<file path="config.mk">
export PLATFORM = sky130hd
export DESIGN_NAME = srb_shadow_regs
export DESIGN_NICKNAME = d
export VERILOG_FILES = /design/src/srb_pkg.sv /design/src/srb_shadow_regs.sv
export VERILOG_INCLUDE_DIRS = /design/src /design/src/src
export SDC_FILE = /design/constraint.sdc
export NUM_CORES = 1
export LEC_CHECK = 0
export ABC_CLOCK_PERIOD_IN_PS = 5900
export BUFFER_PORTS_ARGS = -buffer_cell sky130_fd_sc_hd__buf_2
export CORE_AREA = 2 2 220 114
export DETAILED_ROUTE_END_ITERATION = 6
export DIE_AREA = 0 0 222 116
export PLACE_DENSITY_LB_ADDON = 0.3
export RECOVER_POWER = 50
export REMOVE_ABC_BUFFERS = 1
export SKIP_CTS_REPAIR_TIMING = 1
export SKIP_LAST_GASP = 1
export SLEW_MARGIN = 20
export SYNTH_ARGS = -nofsm -noshare
export SYNTH_HDL_FRONTEND = slang
export SYNTH_SLANG_ARGS = --single-unit
</file>
<file path="constraint.sdc">
create_clock -name clk -period 5.9 [get_ports clk]
set_input_delay 0.295 -clock clk [delete_from_list [all_inputs] [get_ports clk]]
set_output_delay 0.295 -clock clk [all_outputs]
set_load 0.05 [all_outputs]
</file>
<file path="src/srb_regs.svh">
// register map, field positions, reset values and timing counts of the shadow banks
`ifndef SRB_REGS_SVH
`define SRB_REGS_SVH

// bank selector codes, byte address bits 7:6
`define SRB_BANK_STATUS 2'h0
`define SRB_BANK_TWO 2'h2
`define SRB_BANK_THREE 2'h3

// register indices within a bank, byte address bits 5:2
`define SRB_IDX_STATUS 4'h0
`define SRB_IDX_POWER_MODE 4'h3
`define SRB_IDX_MECH_REF 4'h7
`define SRB_IDX_LASER_CLOCK 4'ha
`define SRB_IDX_SETTLE_DITHER 4'hc
`define SRB_IDX_DIODE_LASER 4'h3
`define SRB_IDX_OFFSET_LEVELS 4'h7
`define SRB_IDX_FRONT_END 4'ha
`define SRB_IDX_EQ_ROUTING 4'hc

// reset values
`define SRB_RST_POWER_MODE 4'h0
`define SRB_RST_MECH_REF 4'h2
`define SRB_RST_LASER_CLOCK 4'h2
`define SRB_RST_SETTLE_DITHER 4'hc
`define SRB_RST_DIODE_LASER 4'h0
`define SRB_RST_EQ_ROUTING 4'h0
`define SRB_RST_OFFSET_LEVELS 36'h0
`define SRB_RST_FRONT_END 16'h0

// nibbles per multiple-write register
`define SRB_OFFSET_NIBBLES 4'h9
`define SRB_FRONT_END_NIBBLES 3'h4

// status register fields
`define SRB_F_DISCARD 0

// settling times in ns and clock rate
`define SRB_CLK_MHZ 40
`define SRB_SETTLE0_NS 354000
`define SRB_SETTLE1_NS 1000000
`define SRB_SETTLE2_NS 2000000
`define SRB_SETTLE3_NS 10000000

// axi responses
`define SRB_RESP_OKAY 2'h0
`define SRB_RESP_SLVERR 2'h2

`endif

</file>
<file path="src/srb_pkg.sv">
// types shared by the shadow register banks
package srb_pkg;
  typedef enum logic [3:0] {SLOT_NONE, SLOT_STATUS, SLOT_POWER_MODE, SLOT_MECH_REF, SLOT_LASER_CLOCK,
    SLOT_SETTLE_DITHER, SLOT_DIODE_LASER, SLOT_OFFSET_LEVELS, SLOT_FRONT_END, SLOT_EQ_ROUTING} srb_slot_e;
  typedef enum logic [2:0] {PHOTODIODE_A, PHOTODIODE_B, PHOTODIODE_C, PHOTODIODE_D,
    RADIAL_DIODE_A, RADIAL_DIODE_B} srb_diode_e;
  typedef enum logic [1:0] {STAT_DECODER, STAT_OFFSET_READY, STAT_OFFSET_VALUE} srb_stat_src_e;
endpackage

</file>
<file path="src/srb_shadow_regs.sv">
// shadow control register banks two and three behind an axi4-lite slave
//
// Notes on behaviour
// - bank code 10 reaches bank two, 11 reaches bank three, with 4-bit index
// - bank two reg 3 bits 0,1,2 power down front-end, buffer, dac
// - bank two reg 3 bit 3 picks dac current mode, zero is normal
// - bank two reg 7: bits 1:0 reference scaling, bit 2 picks 180 mv mechanism
// - bank two reg 7 bit 3 set flags only crc-passing text data
// - laser power comes from bank two reg A bit 0 and bank three reg 3 bit 3
// - bank two reg A bit 1 set enables pll, clear uses external clock
// - bank two reg C bits 1:0 pick settling 354 us, 1, 2 or 10 ms
// - bank two reg C bits 3:2 pick dither: none, ac, dc, both
// - bank three reg 3 bits 2:0 pick the diode for offset measurement
// - bank three reg 3 bit 3 is the second laser power control
// - bank three reg C bit 0 enables the equaliser, clear powers it down
// - bank three reg C bits 3:1 route status pin source
// - bank three reg 7 takes 9 nibbles, reg A takes 4 nibbles
// - offset word holds six 6-bit levels, lowest diode in lowest bits
// - front-end word holds gain, tracking rate, equaliser rate, cutoff
//
// The implementer's own choice: register access over AXI4-Lite.
`timescale 1ns/1ps
`include "srb_regs.svh"

module srb_shadow_regs
  import srb_pkg::*;
#(
  parameter int unsigned SETTLE_W = 19,
  parameter int unsigned SETTLE0_CYCLES = `SRB_SETTLE0_NS * `SRB_CLK_MHZ / 1000,
  parameter int unsigned SETTLE1_CYCLES = `SRB_SETTLE1_NS * `SRB_CLK_MHZ / 1000,
  parameter int unsigned SETTLE2_CYCLES = `SRB_SETTLE2_NS * `SRB_CLK_MHZ / 1000,
  parameter int unsigned SETTLE3_CYCLES = `SRB_SETTLE3_NS * `SRB_CLK_MHZ / 1000
)
(
  input wire logic clk,
  input wire logic rst_b,
  input wire logic [7:0] awaddr,
  input wire logic awvalid,
  output logic awready,
  input wire logic [31:0] wdata,
  input wire logic [3:0] wstrb,
  input wire logic wvalid,
  output logic wready,
  output logic [1:0] bresp,
  output logic bvalid,
  input wire logic bready,
  input wire logic [7:0] araddr,
  input wire logic arvalid,
  output logic arready,
  output logic [31:0] rdata,
  output logic [1:0] rresp,
  output logic rvalid,
  input wire logic rready,
  input wire logic decoderStatusIn,
  input wire logic offsetReadyIn,
  input wire logic offsetValueIn,
  output logic frontEndPowerDown,
  output logic bufferAmpOff,
  output logic dacPowerDown,
  output logic dacCurrentMode,
  output logic [1:0] voltageRefScale,
  output logic mechanism180,
  output logic textFlagCrcOnly,
  output logic laserPowerCtrlA,
  output logic laserPowerCtrlB,
  output logic pllEnable,
  output logic silenceInject,
  output logic loopbackKill,
  output logic [SETTLE_W-1:0] settleCycles,
  output logic ditherAc,
  output logic ditherDc,
  output logic [2:0] offsetDiodeSel,
  output logic equaliserEnable,
  output logic statusPin,
  output logic [5:0] photodiode_a_offset_level,
  output logic [5:0] photodiode_b_offset_level,
  output logic [5:0] photodiode_c_offset_level,
  output logic [5:0] photodiode_d_offset_level,
  output logic [5:0] radial_a_offset_level,
  output logic [5:0] radial_b_offset_level,
  output logic [3:0] highfreq_amplification,
  output logic [3:0] trackingRate,
  output logic [1:0] equaliser_rate_choice,
  output logic [5:0] highpass_cutoff_choice
);

  // maps bank code and index to a register slot
  function automatic srb_slot_e slotOf(input logic [7:0] addr);
    srb_slot_e s;
    s = SLOT_NONE;
    case (addr[7:2])
      {`SRB_BANK_STATUS, `SRB_IDX_STATUS}: s = SLOT_STATUS;
      {`SRB_BANK_TWO, `SRB_IDX_POWER_MODE}: s = SLOT_POWER_MODE;
      {`SRB_BANK_TWO, `SRB_IDX_MECH_REF}: s = SLOT_MECH_REF;
      {`SRB_BANK_TWO, `SRB_IDX_LASER_CLOCK}: s = SLOT_LASER_CLOCK;
      {`SRB_BANK_TWO, `SRB_IDX_SETTLE_DITHER}: s = SLOT_SETTLE_DITHER;
      {`SRB_BANK_THREE, `SRB_IDX_DIODE_LASER}: s = SLOT_DIODE_LASER;
      {`SRB_BANK_THREE, `SRB_IDX_OFFSET_LEVELS}: s = SLOT_OFFSET_LEVELS;
      {`SRB_BANK_THREE, `SRB_IDX_FRONT_END}: s = SLOT_FRONT_END;
      {`SRB_BANK_THREE, `SRB_IDX_EQ_ROUTING}: s = SLOT_EQ_ROUTING;
      default: s = SLOT_NONE;
    endcase
    return s;
  endfunction

  logic awHeld_reg;
  logic wHeld_reg;
  logic [7:0] awAddr_reg;
  logic [3:0] wNib_reg;
  logic wLane_reg;
  logic awreadyReg;
  logic wreadyReg;
  logic bvalidReg;
  logic [1:0] brespReg;
  logic arreadyReg;
  logic rvalidReg;
  logic [31:0] rdataReg;
  logic [1:0] rrespReg;
  logic [3:0] powerMode_reg;
  logic [3:0] mechRef_reg;
  logic [3:0] laserClock_reg;
  logic [3:0] settleDither_reg;
  logic [3:0] diodeLaser_reg;
  logic [3:0] eqRouting_reg;
  logic [35:0] offsetLevels_reg;
  logic [31:0] offsetAcc_reg;
  logic [3:0] offsetCnt_reg;
  logic [15:0] frontEnd_reg;
  logic [11:0] frontAcc_reg;
  logic [2:0] frontCnt_reg;
  logic [SETTLE_W-1:0] settle_reg;
  logic [2:0] diodeSel_reg;
  logic statusPin_reg;
  logic doWrite;
  logic wrEn;
  srb_slot_e wrSlot;
  logic discard;
  logic awHeld_next;
  logic wHeld_next;
  logic bvalid_next;

  // write channel acceptance, address and data in either order
  assign doWrite = awHeld_reg & wHeld_reg & ~bvalidReg;
  assign wrSlot = slotOf(awAddr_reg);
  assign wrEn = doWrite & wLane_reg;
  assign discard = wrEn && wrSlot == SLOT_STATUS && wNib_reg[`SRB_F_DISCARD];
  assign awHeld_next = (awHeld_reg & ~doWrite) | (awvalid & awreadyReg);
  assign wHeld_next = (wHeld_reg & ~doWrite) | (wvalid & wreadyReg);
  assign bvalid_next = doWrite | (bvalidReg & ~bready);

  // write address hold
  always_ff @(posedge clk or negedge rst_b)
  begin
    if (!rst_b)
    begin
      awHeld_reg <= 1'b0;
      awAddr_reg <= 8'h00;
      awreadyReg <= 1'b0;
    end
    else
    begin
      awHeld_reg <= awHeld_next;
      awreadyReg <= ~awHeld_next;
      if (awvalid && awreadyReg)
        awAddr_reg <= awaddr;
    end
  end

  // write data hold, only the low nibble of lane 0 is kept
  always_ff @(posedge clk or negedge rst_b)
  begin
    if (!rst_b)
    begin
      wHeld_reg <= 1'b0;
      wNib_reg <= 4'h0;
      wLane_reg <= 1'b0;
      wreadyReg <= 1'b0;
    end
    else
    begin
      wHeld_reg <= wHeld_next;
      wreadyReg <= ~wHeld_next;
      if (wvalid && wreadyReg)
      begin
        wNib_reg <= wdata[3:0];
        wLane_reg <= wstrb[0];
      end
    end
  end

  // write response, unmapped addresses answer slverr
  always_ff @(posedge clk or negedge rst_b)
  begin
    if (!rst_b)
    begin
      bvalidReg <= 1'b0;
      brespReg <= `SRB_RESP_OKAY;
    end
    else
    begin
      bvalidReg <= bvalid_next;
      if (doWrite)
        brespReg <= (wrSlot == SLOT_NONE) ? `SRB_RESP_SLVERR : `SRB_RESP_OKAY;
    end
  end

  // bank two single-write registers
  always_ff @(posedge clk or negedge rst_b)
  begin
    if (!rst_b)
    begin
      powerMode_reg <= `SRB_RST_POWER_MODE;
      mechRef_reg <= `SRB_RST_MECH_REF;
      laserClock_reg <= `SRB_RST_LASER_CLOCK;
      settleDither_reg <= `SRB_RST_SETTLE_DITHER;
    end
    else if (wrEn)
    begin
      unique case (wrSlot)
        SLOT_POWER_MODE: powerMode_reg <= wNib_reg;
        SLOT_MECH_REF: mechRef_reg <= wNib_reg;
        SLOT_LASER_CLOCK: laserClock_reg <= wNib_reg;
        SLOT_SETTLE_DITHER: settleDither_reg <= wNib_reg;
        default: ;
      endcase
    end
  end

  // bank three single-write registers
  always_ff @(posedge clk or negedge rst_b)
  begin
    if (!rst_b)
    begin
      diodeLaser_reg <= `SRB_RST_DIODE_LASER;
      eqRouting_reg <= `SRB_RST_EQ_ROUTING;
    end
    else if (wrEn && wrSlot == SLOT_DIODE_LASER)
      diodeLaser_reg <= wNib_reg;
    else if (wrEn && wrSlot == SLOT_EQ_ROUTING)
      eqRouting_reg <= wNib_reg;
  end

  // offset levels, nine nibbles most significant first, committed on the last
  always_ff @(posedge clk or negedge rst_b)
  begin
    if (!rst_b)
    begin
      offsetLevels_reg <= `SRB_RST_OFFSET_LEVELS;
      offsetAcc_reg <= 32'h0;
      offsetCnt_reg <= 4'h0;
    end
    else if (discard)
      offsetCnt_reg <= 4'h0;
    else if (wrEn && wrSlot == SLOT_OFFSET_LEVELS)
    begin
      if (offsetCnt_reg == `SRB_OFFSET_NIBBLES - 4'h1)
      begin
        offsetLevels_reg <= {offsetAcc_reg, wNib_reg};
        offsetCnt_reg <= 4'h0;
      end
      else
      begin
        offsetAcc_reg <= {offsetAcc_reg[27:0], wNib_reg};
        offsetCnt_reg <= offsetCnt_reg + 4'h1;
      end
    end
  end

  // front-end settings, four nibbles most significant first
  always_ff @(posedge clk or negedge rst_b)
  begin
    if (!rst_b)
    begin
      frontEnd_reg <= `SRB_RST_FRONT_END;
      frontAcc_reg <= 12'h0;
      frontCnt_reg <= 3'h0;
    end
    else if (discard)
      frontCnt_reg <= 3'h0;
    else if (wrEn && wrSlot == SLOT_FRONT_END)
    begin
      if (frontCnt_reg == `SRB_FRONT_END_NIBBLES - 3'h1)
      begin
        frontEnd_reg <= {frontAcc_reg, wNib_reg};
        frontCnt_reg <= 3'h0;
      end
      else
      begin
        frontAcc_reg <= {frontAcc_reg[7:0], wNib_reg};
        frontCnt_reg <= frontCnt_reg + 3'h1;
      end
    end
  end

  // settling time count from the selected code
  always_ff @(posedge clk or negedge rst_b)
  begin
    if (!rst_b)
      settle_reg <= '0;
    else
    begin
      unique case (settleDither_reg[1:0])
        2'h0: settle_reg <= SETTLE_W'(SETTLE0_CYCLES);
        2'h1: settle_reg <= SETTLE_W'(SETTLE1_CYCLES);
        2'h2: settle_reg <= SETTLE_W'(SETTLE2_CYCLES);
        2'h3: settle_reg <= SETTLE_W'(SETTLE3_CYCLES);
      endcase
    end
  end

  // offset diode choice, three codes fall back to the first photodiode
  always_ff @(posedge clk or negedge rst_b)
  begin
    if (!rst_b)
      diodeSel_reg <= PHOTODIODE_A;
    else
    begin
      unique case (diodeLaser_reg[2:0])
        3'h2: diodeSel_reg <= PHOTODIODE_B;
        3'h3: diodeSel_reg <= PHOTODIODE_C;
        3'h4: diodeSel_reg <= PHOTODIODE_D;
        3'h5: diodeSel_reg <= RADIAL_DIODE_A;
        3'h6: diodeSel_reg <= RADIAL_DIODE_B;
        default: diodeSel_reg <= PHOTODIODE_A;
      endcase
    end
  end

  // status pin source, unlisted codes show decoder status
  always_ff @(posedge clk or negedge rst_b)
  begin
    if (!rst_b)
      statusPin_reg <= 1'b0;
    else
    begin
      unique case (eqRouting_reg[3:1])
        3'h1: statusPin_reg <= offsetReadyIn;
        3'h2: statusPin_reg <= offsetValueIn;
        default: statusPin_reg <= decoderStatusIn;
      endcase
    end
  end

  // read channel, one read at a time
  always_ff @(posedge clk or negedge rst_b)
  begin
    if (!rst_b)
    begin
      arreadyReg <= 1'b0;
      rvalidReg <= 1'b0;
      rdataReg <= 32'h0;
      rrespReg <= `SRB_RESP_OKAY;
    end
    else if (arvalid && arreadyReg)
    begin
      arreadyReg <= 1'b0;
      rvalidReg <= 1'b1;
      rrespReg <= `SRB_RESP_OKAY;
      unique case (slotOf(araddr))
        SLOT_STATUS: rdataReg <= {23'h0, statusPin_reg, 1'b0, frontCnt_reg, offsetCnt_reg};
        SLOT_POWER_MODE: rdataReg <= {28'h0, powerMode_reg};
        SLOT_MECH_REF: rdataReg <= {28'h0, mechRef_reg};
        SLOT_LASER_CLOCK: rdataReg <= {28'h0, laserClock_reg};
        SLOT_SETTLE_DITHER: rdataReg <= {28'h0, settleDither_reg};
        SLOT_DIODE_LASER: rdataReg <= {28'h0, diodeLaser_reg};
        SLOT_OFFSET_LEVELS: rdataReg <= offsetLevels_reg[31:0];
        SLOT_FRONT_END: rdataReg <= {16'h0, frontEnd_reg};
        SLOT_EQ_ROUTING: rdataReg <= {28'h0, eqRouting_reg};
        default:
        begin
          rdataReg <= 32'h0;
          rrespReg <= `SRB_RESP_SLVERR;
        end
      endcase
    end
    else if (rvalidReg && rready)
    begin
      rvalidReg <= 1'b0;
      arreadyReg <= 1'b1;
    end
    else
      arreadyReg <= ~rvalidReg;
  end

  // bus outputs
  assign awready = awreadyReg;
  assign wready = wreadyReg;
  assign bvalid = bvalidReg;
  assign bresp = brespReg;
  assign arready = arreadyReg;
  assign rvalid = rvalidReg;
  assign rdata = rdataReg;
  assign rresp = rrespReg;

  // bank two controls
  assign frontEndPowerDown = powerMode_reg[0];
  assign bufferAmpOff = powerMode_reg[1];
  assign dacPowerDown = powerMode_reg[2];
  assign dacCurrentMode = powerMode_reg[3];
  assign voltageRefScale = mechRef_reg[1:0];
  assign mechanism180 = mechRef_reg[2];
  assign textFlagCrcOnly = mechRef_reg[3];
  assign laserPowerCtrlA = laserClock_reg[0];
  assign pllEnable = laserClock_reg[1];
  assign silenceInject = laserClock_reg[2];
  assign loopbackKill = laserClock_reg[3];
  assign settleCycles = settle_reg;
  assign ditherAc = settleDither_reg[2];
  assign ditherDc = settleDither_reg[3];

  // bank three controls
  assign laserPowerCtrlB = diodeLaser_reg[3];
  assign offsetDiodeSel = diodeSel_reg;
  assign equaliserEnable = eqRouting_reg[0];
  assign statusPin = statusPin_reg;

  // multiple-write fields
  assign photodiode_a_offset_level = offsetLevels_reg[5:0];
  assign photodiode_b_offset_level = offsetLevels_reg[11:6];
  assign photodiode_c_offset_level = offsetLevels_reg[17:12];
  assign photodiode_d_offset_level = offsetLevels_reg[23:18];
  assign radial_a_offset_level = offsetLevels_reg[29:24];
  assign radial_b_offset_level = offsetLevels_reg[35:30];
  assign highfreq_amplification = frontEnd_reg[3:0];
  assign trackingRate = frontEnd_reg[7:4];
  assign equaliser_rate_choice = frontEnd_reg[9:8];
  assign highpass_cutoff_choice = frontEnd_reg[15:10];

endmodule // srb_shadow_regs
</file>
==> flow_summary.toml <==
[run_status]
outcome = "finished with violations"
violations = "capacitance limit, slew limit"

[clock_network]
cts_buffer_depth = 2
cts_buffers = 17
h-tree-depth = 4
insertion_delay_ps = 440
path_clk_slew_ps = 80
clock_sinks = 193
cts_root_buf = "clkbuf_16"
cts_tree = "done"

[detailed_routing]
wl_microns = 20900
avgRoutedWirePerCell_microns = 18.9
drc = 0
route.antenna.remaining_nets = 0
vias = 5525
via_per_inst = 4.99
dr.first_iter.drc_count = 430
drt_first_pass_iters = 4

[timing]
max_freq_mhz = 356
finClkSkew_ps = 11.8
period_needed_ps = 2810
worstMarginPinSlew_ps = 2230
relSlewSlack = -0.487
setup_tns_ps = 0
rsz0062_at_grt = "false"
maxSlewViolCount = 76
setup_violations = 0
fin_crit_sh = 0.476
hold_violations = 0

[synth]
yosys_register_bits = 193
synth-main-ff-cell = "dfrtp_1"
synth_area_sq_um = 8220
yosys.area.top_type = "dfrtp_1"
yosys.area.top_type_share = 0.575
syn_inst = 640
synthTopCellsByArea = "dfrtp_1 (58%), mux2_2 (17%), nand2_1 (2.5%)"
ys_seq_area_frac = 0.588
synth.distinct_cells = 60
synthArstFlopShare = 1.00
ys_warn_count = 0
synth.avg_cell_area_sq_um = 12.8
synth_edf_count = 0

[worst_hold_path]
worstHoldStart = "bready"
hp-class = "input port to register"
hold_end = "bvalid"
worstHoldPathCells = 2

[final_layout]
area_delta_synth_final_pct = 17.1
stdcell_area_sq_um = 9630
n_antenna_cell = 0
drive_gt1_frac = 0.274
nNetsFinal = 848
fillers = 2323
utilization = 0.407
largest_reg_flops = 36

[power_and_ir_drop]
vdd_drop_max_v = 0.000255
p_leak_nw = 4.61
p_clk_frac = 0.308
p_comb_frac = 0.221
swShare = 0.371
power.density_nw_per_um2 = 375
power.switching_w = 0.00134
internal_power_w = 0.00227
pwr-share-seq = 0.470

[grt]
grt_pass1_wl_microns = 32300
antenna_found_initial = 0
grt-ovfl-total = 0
grtUsageTotal = 0.168
grt_max_degree = 154
grt_pass1_vias = 5306

[setup_path]
critPathMaxFanout = 153
crit_family = "buffers and inverters"
critPathKind = "input port to asynchronous set/reset pin"
reg2reg_to = "frontEnd_reg[0]"
arrival_ps = 3250
reg2reg_slack_ps = 3150
cp-end-kind = "asynchronous set/reset pin"
cp_data_required_time_ps = 6340
r2r_cells = 4
reg2reg_from = "awAddr_reg[4]"
cp-start-kind = "input port"
cp_num_buf_inv = 3
slowest_delay_ps = 1580
slowest_stage = "clkbuf_1"
path_cells = "dlygate4sd3_1 > clkbuf_1 > buf_12"

[floorplan]
die_area_sq_um = 25800
rows = 40
core-area_sq_um = 23700
initial_utilization = 0.347
dieWidth_microns = 222
fp.dieH_microns = 116
io_pins = 194

[place]
port_buffers = 150
gp_congestion = 0.864
placed_area_sq_um = 9220
dp_hpwl_microns = 14600

[run]
maxCapViolCount = 2
==> power by group through the flow <==
stage | combinational (W) | clock (W) | sequential [W]
5_1_grt | 0.000852 | 0.00120 | 0.00173
3_3_place_gp | 0.000821 | 0 | 0.00172
2_1_floorplan | 0.000313 | 0 | 0.00194
6_report | 0.000800 | 0.00111 | 0.00170
4_1_cts | 0.000828 | 0.00115 | 0.00170
3_5_place_dp | 0.000826 | 0 | 0.00172
==> logic make-up (layout without fill, tap and decap cells) <==
family,Yosys count,in the layout,share of synthesized area
other,2,9,0.000913
and+or+nand+nor,166,166,0.102
buffers and inverters,58,203,0.0361
adders and majority gates,7,7,0.0107
xor gates and xnor gates,3,3,0.00411
AOI/OAI and AO/OA,72,72,0.0639
muxes,139,139,0.194
DFF,193,193,0.588
==> placed cells by master (no fill, tap or decap), types with 7 or more instances in the layout <==
cell type   count
dfrtp_1       189
mux2_2        125
clkbuf_1      123
nand2_1        53
nor2_1         35
buf_2          28
nand3_1        23
a221oi_1       17
clkbuf_16      17
inv_1          16
o21ai_0        12
a21oi_1        10
and3_1         10
mux2_4         10
nor3_1          9
conb_1          9
ha_1            7
clkinvlp_4      7
==> worst max-delay path by stage <==
stage	start	cells past startpoint	slack [ps]	end
6_report	rst_b	3	3090	frontAcc_reg[2]
5_1_grt	rst_b	3	2650	offsetAcc_reg[15]
4_1_cts	awAddr_reg[4]	4	3140	frontEnd_reg[0]
3_5_place_dp	awAddr_reg[4]	4	3170	frontEnd_reg[2]
3_3_place_gp	awAddr_reg[4]	4	3190	frontEnd_reg[0]
2_1_floorplan	bvalid	4	3510	offsetAcc_reg[0]
==> worst register-to-register path, delay by kind of cell (launching register included) <==
kind / cells / cell delay, ps
AO/OA/AOI/OAI: 1 / 280
flip-flops: 1 / 540
multiplexers: 1 / 430
AND/OR/NAND/NOR: 2 / 1380
==> cell usage after synthesis (all sizes together) (5+ instances only) <==
library cell,n
nand2,54
a21oi,11
nand3,24
mux2,135
dfrtp,189
and2,5
o21ai,13
nor2,36
a221oi,17
clkbuf,15
buf,27
a2111oi,5
ha,7
nor3,10
inv,16
and3,10
==> through the flow <==
stage | worst slack [ps] | hold slack (ps) | cells | total power [W]
final | 3090 | 46.3 | 1107 | 0.00361
after global routing | 2650 | 35.9 | 1107 | 0.00379
after CTS | 3140 | -237 | 1106 | 0.00367
after detailed placement | 3170 | 239 | 1074 | 0.00255
after global placement | 3190 | 234 | 1074 | 0.00254
after floorplan | 3510 | -0.591 | 605 | 0.00225
==> routing by layer <==
| layer | track usage | share of wire |
|---|---|---|
| met1 | 0.264 | 0.53 |
| met2 | 0.227 | 0.40 |
| met3 | 0.0398 | 0.062 |
| met5 | 0 | 0 |
| met4 | 0.0464 | 0.0085 |
==> cell type report <==
class,instances,area (sq um),area share
Sequential cell,193,4830,0.502
Multi-Input combinational cell,396,3130,0.325
Timing Repair Buffer,155,647,0.0672
Clock buffer,18,439,0.0456
Tap cell,315,394,0.0409
Clock inverter,14,124,0.0129
Inverter,16,60.1,0.00624
Power figures use the tool's default switching activity.
